### config.mk
export PLATFORM = sky130hd
export DESIGN_NAME = sts_top
export DESIGN_NICKNAME = d
export VERILOG_FILES = /design/src/include/sts_pkg.sv /design/src/rtl/sts_persist.sv /design/src/rtl/sts_clkgen.sv /design/src/rtl/sts_top.sv
export VERILOG_INCLUDE_DIRS = /design/src /design/src/include
export SDC_FILE = /design/constraint.sdc
export NUM_CORES = 1
export LEC_CHECK = 0
export ABC_AREA = 1
export BUFFER_PORTS_ARGS = -buffer_cell sky130_fd_sc_hd__buf_2
export CAP_MARGIN = 20
export CORE_MARGIN = 2
export CORE_UTILIZATION = 45
export CTS_CLUSTER_DIAMETER = 120
export DETAILED_ROUTE_END_ITERATION = 7
export PLACE_DENSITY = 0.67
export SYNTH_ARGS = -nofsm -noshare
export SYNTH_HDL_FRONTEND = slang
export SYNTH_SLANG_ARGS = --single-unit
### constraint.sdc
create_clock -name clk_i -period 3.5 [get_ports clk_i]
set_clock_uncertainty 0.1 [all_clocks]
set_input_delay 0.7 -clock clk_i [delete_from_list [all_inputs] [get_ports clk_i]]
set_output_delay 0.7 -clock clk_i [all_outputs]
set_load 0.01 [all_outputs]
### src/include/sts_cfg.svh
// constants of the supply and thermal supervisor: offsets, fields, resets, timing
// assumes a 200 MHz system clock and a 32-bit classic Wishbone register port
//
// Overview of operation
// - oscillator source pin picks crystal or external clock
// - stand-by after power-up gives 4 MHz host clock
// - normal: rate pin low 8 MHz, high 16 MHz
// - host clock enable bit stops the clock pin
// - normal to stand-by keeps fast clock unless oscillator fault
// - trigger enable bit: marker one bit time early
// - marker falls on transmission end or collision
// - idle-bus frames and replies start in the same cycle as marker
// - supply below 14 V drops power warning at once
// - bus below 20 V for 2 ms drops warning
// - supply below 12 V holds host reset low
// - host interface active only in stand-by and normal
// - rails stay up unless they caused stand-by
// - thermal warning drops power warning; host reads status
// - shutdown: reset state, sticky flag, supplies stopped
// - shutdown gone: start-up, then stand-by, reset released
// - normal needs no warning, good voltages; releases warning
// - thermal warning status bit follows live condition
// - sticky shutdown clears on read once condition gone
// - four voltage supervisor outputs readable as status bits
// - normal needs oscillator, no thermal, all four bits
`ifndef STS_CFG_SVH
`define STS_CFG_SVH

// clock and timing
`define STS_CLK_MHZ        200
`define STS_BUS_LOW_US     2000
`define STS_BUS_LOW_CYC    (`STS_BUS_LOW_US * `STS_CLK_MHZ)
`define STS_OSC_WAIT_US    2000
`define STS_OSC_WAIT_CYC   (`STS_OSC_WAIT_US * `STS_CLK_MHZ)
`define STS_BIT_TIME_NS    104167
`define STS_BIT_TIME_CYC   ((`STS_BIT_TIME_NS * `STS_CLK_MHZ + 999) / 1000)
`define STS_HCLK_SLOW_MHZ  4
`define STS_HCLK_MID_MHZ   8
`define STS_HCLK_FAST_MHZ  16
`define STS_HALF_SLOW      (`STS_CLK_MHZ / (2 * `STS_HCLK_SLOW_MHZ))
`define STS_HALF_MID       (`STS_CLK_MHZ / (2 * `STS_HCLK_MID_MHZ))
`define STS_HALF_FAST      (`STS_CLK_MHZ / (2 * `STS_HCLK_FAST_MHZ))

// register byte offsets
`define STS_ADDR_CTRL      4'h0
`define STS_ADDR_STAT      4'h4
`define STS_ADDR_THERM     4'h8

// control register fields and reset value
`define STS_CTRL_HCLK_EN   0
`define STS_CTRL_TX_MARKER_OUT_EN   3
`define STS_CTRL_RESET     32'h0000_0001

// status register fields
`define STS_STAT_BUS       0
`define STS_STAT_FILT      1
`define STS_STAT_ADJ       2
`define STS_STAT_AUX       3
`define STS_STAT_TW        4
`define STS_STAT_OSC       5
`define STS_STAT_STATE_LO  8

// thermal register field
`define STS_THERM_TSD      0

`endif

### src/include/sts_pkg.sv
// types of the supply and thermal supervisor
// assumes sts_cfg.svh is included by the design files for the numbers
package sts_pkg;

  // supervisor states, one-hot
  typedef enum logic [3:0] {
    STS_RESET   = 4'b0001,
    STS_STARTUP = 4'b0010,
    STS_STANDBY = 4'b0100,
    STS_NORMAL  = 4'b1000
  } sts_state_t;

  // host clock rate choice
  typedef enum logic [1:0] {
    STS_RATE_SLOW = 2'h0,
    STS_RATE_MID  = 2'h1,
    STS_RATE_FAST = 2'h2
  } sts_rate_t;

endpackage : sts_pkg

### src/rtl/sts_persist.sv
// persistence filter: flag rises once a condition held for a set number of cycles
// assumes the condition input is synchronous to clk_i
`timescale 1ns/1ps
`default_nettype none
module sts_persist #(
  parameter int unsigned COUNT = 400000,
  parameter int unsigned CW    = 20
) (
  // clock and reset
  input  wire logic clk_i,
  input  wire logic rst_i,
  // condition and result
  input  wire logic cond_i,
  output logic      held_o
);
  import sts_pkg::*;

  initial begin
    if (COUNT < 1 || COUNT >= (64'd1 << CW)) $error("sts_persist: COUNT does not fit CW");
  end

  typedef struct packed {
    logic [CW-1:0] cnt;
    logic          held;
  } sts_pst_t;

  sts_pst_t s_q, s_d;

  // count while the condition stands, restart the moment it breaks
  always_comb begin
    s_d = s_q;
    if (!cond_i) begin
      s_d.cnt  = '0;
      s_d.held = 1'b0;
    end else if (s_q.cnt == CW'(COUNT - 1)) begin
      s_d.held = 1'b1;
    end else begin
      s_d.cnt = s_q.cnt + CW'(1);
    end
  end

  always_ff @(posedge clk_i) begin
    if (rst_i) s_q <= '0;
    else       s_q <= s_d;
  end

  assign held_o = s_q.held;

endmodule : sts_persist
`default_nettype wire

### src/rtl/sts_clkgen.sv
// host clock generator: toggles the clock pin at a chosen half period
// assumes rate and enable come from registers of the same clock
`timescale 1ns/1ps
`default_nettype none
`include "sts_cfg.svh"
module sts_clkgen (
  // clock and reset
  input  wire logic              clk_i,
  input  wire logic              rst_i,
  // control
  input  wire logic              run_i,
  input  wire sts_pkg::sts_rate_t rate_i,
  // pin
  output logic                   clk_o,
  output logic                   oe_n_o
);
  import sts_pkg::*;

  typedef struct packed {
    logic [7:0] cnt;
    logic       clk;
    logic       oe_n;
  } sts_cg_t;

  sts_cg_t s_q, s_d;
  logic [7:0] half;

  // 200 MHz does not divide to 8 or 16 MHz exactly; half periods round down
  always_comb begin
    case (rate_i)
      STS_RATE_FAST: half = 8'(`STS_HALF_FAST);
      STS_RATE_MID:  half = 8'(`STS_HALF_MID);
      default:       half = 8'(`STS_HALF_SLOW);
    endcase
  end

  // divider gives a one-cycle toggle enable; stopped pin is released low
  always_comb begin
    s_d      = s_q;
    s_d.oe_n = !run_i;
    if (!run_i) begin
      s_d.cnt = '0;
      s_d.clk = 1'b0;
    end else if (s_q.cnt >= half - 8'h01) begin
      s_d.cnt = '0;
      s_d.clk = !s_q.clk;
    end else begin
      s_d.cnt = s_q.cnt + 8'h01;
    end
  end

  always_ff @(posedge clk_i) begin
    if (rst_i) s_q <= '{cnt: 8'h00, clk: 1'b0, oe_n: 1'b1};
    else       s_q <= s_d;
  end

  assign clk_o  = s_q.clk;
  assign oe_n_o = s_q.oe_n;

endmodule : sts_clkgen
`default_nettype wire

### src/rtl/sts_top.sv
// supply and thermal supervisor: state sequencing, host reset and warning,
// host clock selection, transmit marker and Wishbone status registers
// assumes all comparator and sensor inputs are synchronous to clk_i
`timescale 1ns/1ps
`default_nettype none
`include "sts_cfg.svh"
module sts_top #(
  parameter int unsigned BUS_LOW_CYC  = `STS_BUS_LOW_CYC,
  parameter int unsigned OSC_WAIT_CYC = `STS_OSC_WAIT_CYC,
  parameter int unsigned BIT_CYC      = `STS_BIT_TIME_CYC
) (
  // clock and reset
  input  wire logic        clk_i,
  input  wire logic        rst_i,
  // wishbone slave
  input  wire logic        wb_cyc_i,
  input  wire logic        wb_stb_i,
  input  wire logic        wb_we_i,
  input  wire logic [3:0]  wb_adr_i,
  input  wire logic [3:0]  wb_sel_i,
  input  wire logic [31:0] wb_dat_i,
  output logic [31:0]      wb_dat_o,
  output logic             wb_ack_o,
  // supervisor inputs
  input  wire logic        filt_run_ok_i,
  input  wire logic        filt_ok_i,
  input  wire logic        filt_warn_ok_i,
  input  wire logic        filt_hold_ok_i,
  input  wire logic        bus_voltage_ok_i,
  input  wire logic        fixed_rail_ok_i,
  input  wire logic        trim_done_i,
  input  wire logic        adjustable_rail_ok_i,
  input  wire logic        aux_high_rail_ok_i,
  input  wire logic        thermal_warning_i,
  input  wire logic        thermal_shutdown_i,
  // oscillator
  input  wire logic        osc_source_sel_i,
  input  wire logic        xtal_ok_i,
  input  wire logic        ext_clk_ok_i,
  output logic             osc_en_o,
  // host clock
  input  wire logic        host_clock_rate_sel_i,
  output logic             host_clock_out_o,
  output logic             host_clock_out_oe_n_o,
  // open-drain host pins, oe low while pulling low
  output logic             host_reset_n_o,
  output logic             host_reset_oe_n_o,
  output logic             power_warning_n_o,
  output logic             power_warning_oe_n_o,
  // supplies and interfaces
  output logic             fixed_rail_en_o,
  output logic             rails_en_o,
  output logic             host_if_active_o,
  output logic             bus_comm_en_o,
  // transmit marker
  input  wire logic        tx_req_i,
  input  wire logic        tx_sched_i,
  input  wire logic        tx_done_i,
  input  wire logic        tx_collision_i,
  output logic             tx_start_o,
  output logic             tx_marker_out_o
);
  import sts_pkg::*;

  initial begin
    if (BIT_CYC < 1 || BIT_CYC >= (1 << 24)) $error("sts_top: BIT_CYC out of range");
  end

  typedef struct packed {
    sts_state_t  state;
    logic        from_normal;
    logic        osc_fault;
    logic        rail_fault;
    logic        hclk_fast;
    logic        hclk_en;
    logic        tx_marker_out_en;
    logic        tsd_flag;
    logic        osc_en;
    logic        tx_busy;
    logic        lead_act;
    logic [23:0] lead_cnt;
    logic        tx_start;
    logic        marker;
    logic        ack;
    logic [31:0] rdat;
    logic        reset_n;
    logic        warn_n;
    logic        fixed_en;
    logic        rails_en;
    logic        if_active;
    logic        comm_en;
  } sts_top_t;

  sts_top_t s_q, s_d;

  logic       bus_low;
  logic       osc_wait_done;
  logic       osc_started;
  logic       normal_ok;
  logic       wb_req;
  logic       hclk_run;
  sts_rate_t  hclk_rate;
  logic [3:0] st_bits;

  // bus below 20 V must hold before the bus bit drops
  sts_persist #(.COUNT(BUS_LOW_CYC), .CW(20)) u_bus_low (
    .clk_i  (clk_i),
    .rst_i  (rst_i),
    .cond_i (!bus_voltage_ok_i),
    .held_o (bus_low)
  );

  // oscillator starts a while after stand-by is reached
  sts_persist #(.COUNT(OSC_WAIT_CYC), .CW(20)) u_osc_wait (
    .clk_i  (clk_i),
    .rst_i  (rst_i),
    .cond_i (s_q.state == STS_STANDBY || s_q.state == STS_NORMAL),
    .held_o (osc_wait_done)
  );

  // selected source decides which ready indication counts
  assign osc_started = s_q.osc_en && (osc_source_sel_i ? ext_clk_ok_i : xtal_ok_i);

  // all conditions for the normal state
  assign normal_ok = osc_started && !thermal_warning_i && !thermal_shutdown_i
                     && !bus_low && filt_ok_i && adjustable_rail_ok_i
                     && aux_high_rail_ok_i && filt_warn_ok_i;

  assign wb_req  = wb_cyc_i && wb_stb_i && !s_q.ack;
  assign st_bits = s_q.state;

  // clock runs in stand-by and normal unless software turned it off
  assign hclk_run  = s_q.hclk_en && (s_q.state == STS_STANDBY || s_q.state == STS_NORMAL);
  assign hclk_rate = !s_q.hclk_fast ? STS_RATE_SLOW
                   : (host_clock_rate_sel_i ? STS_RATE_FAST : STS_RATE_MID);

  sts_clkgen u_clkgen (
    .clk_i  (clk_i),
    .rst_i  (rst_i),
    .run_i  (hclk_run),
    .rate_i (hclk_rate),
    .clk_o  (host_clock_out_o),
    .oe_n_o (host_clock_out_oe_n_o)
  );

  // state sequencing, registers and marker in one next-state process
  always_comb begin
    s_d          = s_q;
    s_d.ack      = 1'b0;
    s_d.tx_start = 1'b0;

    // sequencing; shutdown or a dead supply always wins
    if (thermal_shutdown_i || !filt_run_ok_i) begin
      s_d.state = STS_RESET;
    end else begin
      case (s_q.state)
        STS_RESET: s_d.state = STS_STARTUP;
        STS_STARTUP: begin
          if (fixed_rail_ok_i && trim_done_i) begin
            s_d.state       = STS_STANDBY;
            s_d.from_normal = 1'b0;
          end
        end
        STS_STANDBY: begin
          if (!fixed_rail_ok_i) s_d.state = STS_RESET;
          else if (normal_ok) begin
            s_d.state     = STS_NORMAL;
            s_d.hclk_fast = 1'b1;
            s_d.osc_fault = 1'b0;
            s_d.rail_fault = 1'b0;
          end
        end
        STS_NORMAL: begin
          if (!fixed_rail_ok_i) s_d.state = STS_RESET;
          else if (!normal_ok) begin
            s_d.state       = STS_STANDBY;
            s_d.from_normal = 1'b1;
            s_d.osc_fault   = !osc_started;
            s_d.hclk_fast   = osc_started;
            s_d.rail_fault  = !adjustable_rail_ok_i || !aux_high_rail_ok_i;
          end
        end
        default: s_d.state = STS_RESET;
      endcase
    end
    if (s_d.state == STS_RESET || s_d.state == STS_STARTUP) begin
      s_d.hclk_fast   = 1'b0;
      s_d.from_normal = 1'b0;
      s_d.osc_fault   = 1'b0;
      s_d.rail_fault  = 1'b0;
    end

    // oscillator held off until the start delay in stand-by
    s_d.osc_en = (s_d.state == STS_STANDBY || s_d.state == STS_NORMAL)
                 && (osc_wait_done || s_q.osc_en);

    // pins and enables follow the next state
    s_d.reset_n   = (s_d.state == STS_STANDBY || s_d.state == STS_NORMAL)
                    && filt_hold_ok_i;
    s_d.warn_n    = (s_d.state == STS_NORMAL) && filt_warn_ok_i
                    && !bus_low && !thermal_warning_i;
    s_d.fixed_en  = (s_d.state != STS_RESET);
    s_d.rails_en  = (s_d.state == STS_NORMAL)
                    || (s_d.state == STS_STANDBY && filt_ok_i
                        && !(s_d.from_normal && s_d.rail_fault));
    s_d.if_active = (s_d.state == STS_STANDBY || s_d.state == STS_NORMAL);
    s_d.comm_en   = (s_d.state == STS_NORMAL);

    // transmit marker; a new request is taken only once the previous has finished
    if (s_q.marker && (tx_done_i || tx_collision_i)) s_d.marker = 1'b0;
    if (s_q.tx_busy && (tx_done_i || tx_collision_i)) begin
      s_d.tx_busy  = 1'b0;
      s_d.lead_act = 1'b0;
    end else if (s_q.lead_act) begin
      if (s_q.lead_cnt == 24'h000000) begin
        s_d.lead_act = 1'b0;
        s_d.tx_start = 1'b1;
      end else begin
        s_d.lead_cnt = s_q.lead_cnt - 24'h000001;
      end
    end else if (tx_req_i && !s_q.tx_busy && s_q.comm_en) begin
      s_d.tx_busy = 1'b1;
      s_d.marker  = s_q.tx_marker_out_en;
      if (tx_sched_i) begin
        s_d.lead_act = 1'b1;
        s_d.lead_cnt = 24'(BIT_CYC - 1);
      end else begin
        s_d.tx_start = 1'b1;
      end
    end
    if (!s_d.comm_en) begin
      s_d.tx_busy  = 1'b0;
      s_d.lead_act = 1'b0;
      s_d.marker   = 1'b0;
    end

    // sticky shutdown flag; setting beats a clearing read
    if (wb_req && !wb_we_i && wb_adr_i == `STS_ADDR_THERM && !thermal_shutdown_i) begin
      s_d.tsd_flag = 1'b0;
    end
    if (thermal_shutdown_i) s_d.tsd_flag = 1'b1;

    // wishbone: answer one cycle after the request, unmapped reads zero
    if (wb_req) begin
      s_d.ack  = 1'b1;
      s_d.rdat = 32'h0000_0000;
      if (wb_we_i && wb_adr_i == `STS_ADDR_CTRL && wb_sel_i[0]) begin
        s_d.hclk_en = wb_dat_i[`STS_CTRL_HCLK_EN];
        s_d.tx_marker_out_en = wb_dat_i[`STS_CTRL_TX_MARKER_OUT_EN];
      end
      if (!wb_we_i) begin
        case (wb_adr_i)
          `STS_ADDR_CTRL: begin
            s_d.rdat[`STS_CTRL_HCLK_EN] = s_q.hclk_en;
            s_d.rdat[`STS_CTRL_TX_MARKER_OUT_EN] = s_q.tx_marker_out_en;
          end
          `STS_ADDR_STAT: begin
            s_d.rdat[`STS_STAT_BUS]  = !bus_low;
            s_d.rdat[`STS_STAT_FILT] = filt_ok_i;
            s_d.rdat[`STS_STAT_ADJ]  = adjustable_rail_ok_i;
            s_d.rdat[`STS_STAT_AUX]  = aux_high_rail_ok_i;
            s_d.rdat[`STS_STAT_TW]   = thermal_warning_i;
            s_d.rdat[`STS_STAT_OSC]  = osc_started;
            s_d.rdat[`STS_STAT_STATE_LO +: 4] = st_bits;
          end
          `STS_ADDR_THERM: s_d.rdat[`STS_THERM_TSD] = s_q.tsd_flag;
          default: s_d.rdat = 32'h0000_0000;
        endcase
      end
    end
  end

  // one register for all state
  always_ff @(posedge clk_i) begin
    if (rst_i) begin
      s_q          <= '0;
      s_q.state    <= STS_RESET;
      s_q.hclk_en  <= 1'(`STS_CTRL_RESET >> `STS_CTRL_HCLK_EN);
    end else begin
      s_q <= s_d;
    end
  end

  // outputs straight from the state register
  assign wb_dat_o             = s_q.rdat;
  assign wb_ack_o             = s_q.ack;
  assign osc_en_o             = s_q.osc_en;
  assign host_reset_n_o       = s_q.reset_n;
  assign host_reset_oe_n_o    = s_q.reset_n;
  assign power_warning_n_o    = s_q.warn_n;
  assign power_warning_oe_n_o = s_q.warn_n;
  assign fixed_rail_en_o      = s_q.fixed_en;
  assign rails_en_o           = s_q.rails_en;
  assign host_if_active_o     = s_q.if_active;
  assign bus_comm_en_o        = s_q.comm_en;
  assign tx_start_o           = s_q.tx_start;
  assign tx_marker_out_o      = s_q.marker;

  // checks on the sequencing and pins
  early_reset_a: assert property (@(posedge clk_i) disable iff (rst_i)
    (s_q.state == STS_RESET || s_q.state == STS_STARTUP) |-> !host_reset_n_o)
    else $error("host reset released before stand-by");
  warn_state_a: assert property (@(posedge clk_i) disable iff (rst_i)
    s_q.state != STS_NORMAL |-> !power_warning_n_o)
    else $error("power warning high outside normal");
  supply14_a: assert property (@(posedge clk_i) disable iff (rst_i)
    !filt_warn_ok_i |=> !power_warning_n_o)
    else $error("power warning late on low supply");
  supply12_a: assert property (@(posedge clk_i) disable iff (rst_i)
    !filt_hold_ok_i |=> !host_reset_n_o)
    else $error("host reset high on very low supply");
  thermal_warn_a: assert property (@(posedge clk_i) disable iff (rst_i)
    thermal_warning_i |=> !power_warning_n_o && s_q.state != STS_NORMAL)
    else $error("thermal warning not signalled");
  shutdown_a: assert property (@(posedge clk_i) disable iff (rst_i)
    thermal_shutdown_i |=> s_q.state == STS_RESET && s_q.tsd_flag && !fixed_rail_en_o)
    else $error("shutdown not entered");
  tsd_keep_a: assert property (@(posedge clk_i) disable iff (rst_i)
    thermal_shutdown_i && wb_req |=> s_q.tsd_flag)
    else $error("shutdown flag lost during condition");
  lead_time_a: assert property (@(posedge clk_i) disable iff (rst_i)
    tx_req_i && tx_sched_i && !s_q.tx_busy && s_q.comm_en && bus_comm_en_o
    && !(tx_done_i || tx_collision_i) |=> !tx_start_o [*8])
    else $error("scheduled start came too early");
  immediate_a: assert property (@(posedge clk_i) disable iff (rst_i)
    tx_req_i && !tx_sched_i && !s_q.tx_busy && s_q.comm_en && s_d.comm_en |=> tx_start_o)
    else $error("unscheduled start delayed");
  marker_drop_a: assert property (@(posedge clk_i) disable iff (rst_i)
    tx_marker_out_o && (tx_done_i || tx_collision_i) |=> !tx_marker_out_o)
    else $error("marker stayed high after end");
  normal_entry_a: assert property (@(posedge clk_i) disable iff (rst_i)
    s_q.state == STS_STANDBY && s_d.state == STS_NORMAL |-> osc_started && !bus_low)
    else $error("normal entered without conditions");
  clock_off_a: assert property (@(posedge clk_i) disable iff (rst_i)
    !s_q.hclk_en |=> host_clock_out_oe_n_o)
    else $error("host clock still driven when disabled");

  // main scenarios
  reach_normal_c: cover property (@(posedge clk_i) disable iff (rst_i)
    s_q.state == STS_STANDBY ##1 s_q.state == STS_NORMAL);
  osc_fall_c: cover property (@(posedge clk_i) disable iff (rst_i)
    s_q.state == STS_NORMAL ##1 s_q.state == STS_STANDBY && s_q.osc_fault);
  sched_tx_c: cover property (@(posedge clk_i) disable iff (rst_i)
    tx_marker_out_o && s_q.lead_act ##[1:1000] tx_start_o);

endmodule : sts_top
`default_nettype wire

==> results of run 1 <==
## critical path, delay by kind of cell, from the launching register on
| family | cells | cell delay (ns) |
|---|---|---|
| compound gates | 2 | 0.27 |
| flops | 1 | 0.32 |
| fa+ha+maj | 1 | 0.25 |
| buf+inv | 2 | 0.40 |
| simple gates | 6 | 0.90 |
## worst paths after layout
kind	end	start	depth (start not counted)
max	s_q[47]$_SDFFE_PP0P_	s_q[41]$_SDFFE_PP0P_	11
min	u_clkgen.oe_n_o$_SDFF_PP1_	s_q[70]$_SDFFE_PP1P_	1
max reg2reg	s_q[47]$_SDFFE_PP0P_	s_q[41]$_SDFFE_PP0P_	11
min reg2reg	u_clkgen.oe_n_o$_SDFF_PP1_	s_q[70]$_SDFFE_PP1P_	1
## through the flow
| step | cell area, um2 | hold slack [ns] | instances | utilization, % | total power [mW] |
|---|---|---|---|---|---|
| 4_1_cts | 6197 | 0.3573 | 1031 | 49.71 | 2.324 |
| 6_report | 6197 | 0.3529 | 1031 | 49.71 | 2.291 |
| 3_5_place_dp | 5911 | 0.3400 | 1015 | 47.42 | 1.341 |
| 3_3_place_gp | 5911 | 0.3403 | 1015 | 47.42 | 1.341 |
| 2_1_floorplan | 5752 | 0.2988 | 835 | - | 1.327 |
| 5_1_grt | 6197 | 0.3764 | 1031 | 49.71 | 2.387 |
## power by group
group | total, mW | leakage [nW] | internal (mW) | switching, mW
combinational | 0.0768 | 1.75 | 0.0233 | 0.0534
clock | 0.978 | 0.140 | 0.526 | 0.452
sequential | 1.24 | 0.871 | 1.23 | 0.00289
## registers in the layout, indices dropped and copies added (netlist names)
signal,cells
s_q,32
host_if_active_o,1
u_clkgen.clk_o,1
u_bus_low.held_o,1
host_reset_n_o,1
st_bits,4
u_osc_wait.s_q,20
u_osc_wait.held_o,1
u_bus_low.s_q,20
tx_marker_out_o,1
bus_comm_en_o,1
tx_start_o,1
wb_dat_o,10
u_clkgen.s_q,8
power_warning_n_o,1
fixed_rail_en_o,1
osc_en_o,1
rails_en_o,1
u_clkgen.oe_n_o,1
wb_ack_o,1
## cells by family (layout without fill, tap and decap cells)
kind of cell	Yosys count	count (layout)	share of synthesized area [%]
compound gates	130	130	13.02
xor+xnor	24	24	3.708
fa+ha+maj	10	10	2.207
buf+inv	159	183	13.31
flops	108	108	38.14
other cells	2	24	0.1325
simple gates	380	380	29.49
## cells in the mapped netlist (all sizes together), types with 2 or more instances
cell type  instances
xnor2             10
o22ai              3
or2                2
xor2              14
buf               41
a31oi              4
a211oi             5
conb               2
o21ai             36
ha                10
dfxtp            108
clkinv             2
nand3b             4
o211ai             3
nor4               7
inv              110
clkbuf             6
nand2            176
nand4             16
a21oi             70
nand3             40
and3               2
nor3              21
o21a               2
nor2             112
## final cells by class
| type | instances | area, um2 |
|---|---|---|
| Fill cell | 1273 | 6269 |
| Sequential cell | 108 | 2162 |
| Tap cell | 172 | 215.2 |
| Inverter | 112 | 420.4 |
| Clock buffer | 12 | 256.5 |
| Multi-Input combinational cell | 568 | 2835 |
| Timing Repair Buffer | 55 | 277.8 |
| Clock inverter | 4 | 30.03 |
## layer usage
layer | GRT usage (%) | vias up | routed length [um]
met5 | 0 | - | 0
met4 | 8.095 | 0 | 215
met3 | 2.906 | 13 | 415
met2 | 30.66 | 68 | 5431
met1 | 23.53 | 2221 | 5633
li1 | - | 2638 | -
## cells in the final DEF, fill, tap and decap left out, drive strengths merged
cell type,n
and3,2
a21oi,70
nand2,176
nor4,7
clkbuf,12
a31o,1
o22ai,3
dfxtp,108
o21a,2
nand3b,4
xor2,14
a21o,1
xnor2,10
nor2,112
a2111oi,1
o21ai,36
ha,10
inv,112
nand3,40
conb,24
clkinv,3
a31oi,4
o311ai,1
o41ai,1
clkinvlp,1
nor3,21
buf,55
nand4,16
a211oi,5
a21boi,1
o211ai,3
o21bai,1
or2,2
==> flow_summary.json, run 1 <==
{
  "status": "complete, no violations",
  "ys.flop_type": "dfxtp_1",
  "preCtsSetupSlack_ns": 1.059,
  "fin_setup_tns_ns": 0,
  "synth_top_area_cell": "dfxtp_1",
  "drt_iter0_markers": 209,
  "grt_max_degree": 30,
  "firstDrtPassIters": 4,
  "cts.sinks": 108,
  "fmax_ghz": 0.4220,
  "crit_path_cell_trace": "inv_1 -> ha_1 -> nand2_2 -> nor2_4 -> nand3_2 -> nand2_1 -> nand2_1 -> nand2_2 -> inv_2 -> o21ai_0 -> a21oi_1",
  "ys_ff_latch": 108,
  "ctsResizeCount": 0,
  "cpPeakStageDelay_ns": 0.38,
  "start_util_pct": 45.48,
  "maxSlewViolCount": 0,
  "diodes": 0,
  "first_global_vias": 4417,
  "grt_pass1_wl_um": 19780,
  "syn_area_um2": 5669,
  "cts_buffer_depth": 2,
  "crit_path_top_delay_cell": "nand2_2",
  "min_period_ns": 2.370,
  "dieArea_um2": 13510,
  "worstHoldPathType": "reg -> reg",
  "num_rows": 41,
  "power_density_nw_per_um2": 369.6,
  "hold_violations": 0,
  "rsz0062_at_grt": "false",
  "io_buffers": 54,
  "h-tree-depth": 3,
  "netlist_instances": 813,
  "drive_gt1_share_pct": 12.46,
  "cp-end-kind": "register",
  "arrival_ns": 2.50,
  "synth_top_area_share_pct": 38.14,
  "die_w_um": 116.2,
  "drc": 0,
  "area_growth_pct": 9.314,
  "antenna_left": 0,
  "setup_viol_count_final": 0,
  "dr_total_vias": 4940,
  "cts_tree": "done",
  "post_cts_buffers": 0,
  "root_buffer": "clkbuf_16",
  "track_usage_pct": 18.38,
  "io_pins": 110,
  "dpl.hpwl_um": 9012,
  "avgViaCountPerCell": 4.791,
  "gp_congestion": 0.8754,
  "synth_edf_count": 0,
  "yosysSeqAreaShare_pct": 38.14,
  "antenna_found_initial": 0,
  "die_height_um": 116.2,
  "core_area_um2": 12470,
  "worstSkewPairLatency_ns": 0.35,
  "wl_um": 11700,
  "cp.required_ns": 3.63,
  "r2r_slack_ns": 1.13,
  "cap_violations": 0,
  "ys_warn_count": 0,
  "grt_remaining_overflow": 0,
  "post-route-period-util_pct": 67.71,
  "postLayoutSetupSlackWorst_ns": 1.130,
  "fin_nets": 928,
  "hold_buffers": 0,
  "slew_headroom_pct": 51.92,
  "p_leak_nw": 2.762,
  "synthTopCellsByArea": "dfxtp_1, nand2_1, inv_1, nor2_1, a21oi_1",
  "tightest_slew_ns": 0.7030,
  "avgSynthCellArea_um2": 6.973,
  "clk_pin_slew_ns": 0.07,
  "synth.distinct_cells": 45,
  "cts_inserted_buffers": 9,
  "wl_per_cell_um": 11.34,
  "vdd.ir_drop.worst_mv": 0.1791,
  "synthArstFlopShare_pct": 0,
  "crit_fanout": 24,
  "crit_path_start_kind": "register",
  "worstSetupPathType": "reg -> reg"
}
(Power assumes the default switching activity.)
==> run 2, diff against run 1 <==
- ABC_AREA: 1 -> 0
- PLACE_DENSITY: 0.67 -> 0.7
- clock period: 3.5 -> 2.1 ns (I/O delays scaled with it)
==> run 2 against run 1 <==
The flow now finishes with violations (negative setup slack). Sequential cell count did not move. First-iteration DRC count rose by 48%. Count of clock-buffer cells in the layout fell by 3. Largest power group unchanged. Critical path depth fell by 6. Worst hold slack got worse by 0.19 ns. Register-to-register slack got worse by 1.4 ns. Cell count fell by 16%.
==> flow_summary.json, run 2 <==
{
  "status": "finished with violations",
  "failed_checks": "negative setup slack",
  "root_buffer": "clkbuf_16",
  "cp-end-kind": "register",
  "io_buffers": 54,
  "cts.sinks": 108,
  "reg2reg_to": "s_q[60]$_SDFFE_PP0P_",
  "track_usage_pct": 21.25,
  "rsz0062_at_grt": "true",
  "ys_ff_latch": 108,
  "syn_area_um2": 5288,
  "final_common_cell": "dfxtp_1",
  "fin_area_um2": 6680,
  "post-route-period-util_pct": 111.2,
  "yosysSeqAreaShare_pct": 40.89,
  "min_period_ns": 2.336,
  "cap_violations": 0,
  "worstHoldPathType": "in -> reg",
  "drc": 0,
  "power_density_nw_per_um2": 581.6,
  "die_height_um": 112.4,
  "gp_congestion": 0.9132,
  "num_rows": 39,
  "reg2reg_from": "s_q[43]$_SDFFE_PP0P_",
  "ys_top_cells_by_count": "dfxtp_1, nor2_1, nand2_1, buf_4, nor3_1",
  "place_area_um2": 5964,
  "crit_path_start_kind": "register",
  "post-place-cells": 842,
  "avgSynthCellArea_um2": 8.598,
  "whs_ns": 0.1580,
  "synth_most_common_cell": "dfxtp_1",
  "maxSlewViolCount": 0,
  "die_w_um": 112.4,
  "drive_gt1_share_pct": 28.51,
  "crit_fanout": 4,
  "netlist_instances": 615,
  "synthTopCellsByArea": "dfxtp_1, nor2_1, buf_4, xor2_1, xnor2_1",
  "firstDrtPassIters": 5,
  "ys_warn_count": 0,
  "worstSetupPathType": "reg -> reg",
  "p_leak_nw": 2.660,
  "synth_edf_count": 0,
  "cp.required_ns": 2.30,
  "synth_top_area_cell": "dfxtp_1",
  "synthArstFlopShare_pct": 0,
  "grt_remaining_overflow": 0,
  "dieArea_um2": 12630,
  "setup_viol_count_final": 23,
  "grt_max_degree": 24,
  "fmax_ghz": 0.4281,
  "antenna_left": 0,
  "clk_pin_slew_ns": 0.08,
  "r2r.worst_path.cells": 5,
  "worstSkewPairLatency_ns": 0.37,
  "hold_path_startpoint": "filt_hold_ok_i",
  "diodes": 0,
  "hold_depth": 2,
  "multi_input_area_um2": 3093,
  "r2r_slack_ns": -0.24,
  "area_growth_pct": 26.34,
  "start_util_pct": 46.11,
  "fin_cells": 869,
  "whs_endpoint": "host_reset_n_o$_SDFF_PP0_",
  "fillers": 985,
  "h-tree-depth": 3,
  "avgViaCountPerCell": 5.611,
  "cts_tree": "done",
  "slew_headroom_pct": 65.58,
  "grt_pass1_wl_um": 22090,
  "largest_register_ffs": 32,
  "tightest_slew_ns": 0.5091,
  "design_power_total_mw": 3.885,
  "hold_violations": 0,
  "reg.largest.list": "s_q (32), u_bus_low.s_q (20), u_osc_wait.s_q (20)",
  "antenna_found_initial": 0,
  "seq_area_um2": 2167,
  "synth_top_area_share_pct": 40.89,
  "drt_iter0_markers": 309,
  "io_pins": 110,
  "wl_um": 13400,
  "cts_buffer_depth": 2,
  "vdd.ir_drop.worst_mv": 1.034,
  "final_cell_mix": "dfxtp_1, nor2_1, buf_4",
  "core_area_um2": 11470,
  "wl_per_cell_um": 15.42,
  "dpl.hpwl_um": 8848,
  "synth.distinct_cells": 66,
  "ys.flop_type": "dfxtp_1",
  "regMostFlops": "s_q",
  "postLayoutSetupSlackWorst_ns": -0.2357,
  "fin_nets": 795,
  "preCtsSetupSlack_ns": -0.2468,
  "first_global_vias": 4577,
  "cts_inserted_buffers": 9,
  "dr_total_vias": 4876,
  "arrival_ns": 2.54
}
## run 2: metrics by stage
step | TNS, ns | utilization, %
3_3_place_gp | -1.041 | 52.01
6_report | -2.689 | 58.25
3_5_place_dp | -1.569 | 52.01
4_1_cts | -1.809 | 56.42
5_1_grt | -3.956 | 58.25
2_1_floorplan | -1.097 | -
## run 2: worst max path at each step
stage / from / to / cells after the start
2_1_floorplan: s_q[43]$_SDFFE_PP0P_ / s_q[60]$_SDFFE_PP0P_ / 5
3_3_place_gp: s_q[43]$_SDFFE_PP0P_ / s_q[60]$_SDFFE_PP0P_ / 5
3_5_place_dp: s_q[43]$_SDFFE_PP0P_ / s_q[60]$_SDFFE_PP0P_ / 5
4_1_cts: s_q[43]$_SDFFE_PP0P_ / s_q[60]$_SDFFE_PP0P_ / 5
5_1_grt: s_q[43]$_SDFFE_PP0P_ / s_q[60]$_SDFFE_PP0P_ / 5
6_report: s_q[43]$_SDFFE_PP0P_ / s_q[60]$_SDFFE_PP0P_ / 5
## run 2: per-layer routing
metal	global-route usage [%]	vias to the layer above	wire (um)
li1	-	2378	-
met1	27.26	2345	5860
met2	35.70	136	6652
met3	4.482	17	652
met4	7.236	0	231
met5	0	-	0
## run 2: cells by family after synthesis
logic type / Yosys count / synth area share, %
DFF: 108 / 40.89
adders and majority gates: 10 / 2.366
and+or+nand+nor: 270 / 26.93
xor gates and xnor gates: 43 / 7.123
muxes: 6 / 1.160
buffers and inverters: 70 / 7.690
other: 2 / 0.1420
AOI/OAI and AO/OA: 106 / 13.70
## run 2: critical path: stages, from the launching register on
cell     delay [ns]
dfxtp_2        0.32
or4_4          0.53
or4_4          0.44
or3_4          0.36
or4_1          0.41
a21oi_1        0.12
## run 2: layout make-up
class                           instances  area share (%)
Clock buffer                            9           3.371
Sequential cell                       108           32.44
Timing Repair Buffer                  123           13.11
Tap cell                              143           2.678
Clock inverter                          7           1.030
Inverter                               19           1.068
Multi-Input combinational cell        460           46.30
## run 2: where the power goes
part	leakage, nW	internal, mW	switching [mW]
clock network	0.144	0.834	0.851
logic	1.64	0.0495	0.0902
registers	0.873	2.05	0.00627
total	2.66	2.94	0.948
## run 2: timing repair
item	in CTS	in global routing
resized for setup	22	45
pin swaps	13	15
gates cloned	4	0
hold buffers	0	0
setup endpoints to repair	22	27
buffers inserted	6	1
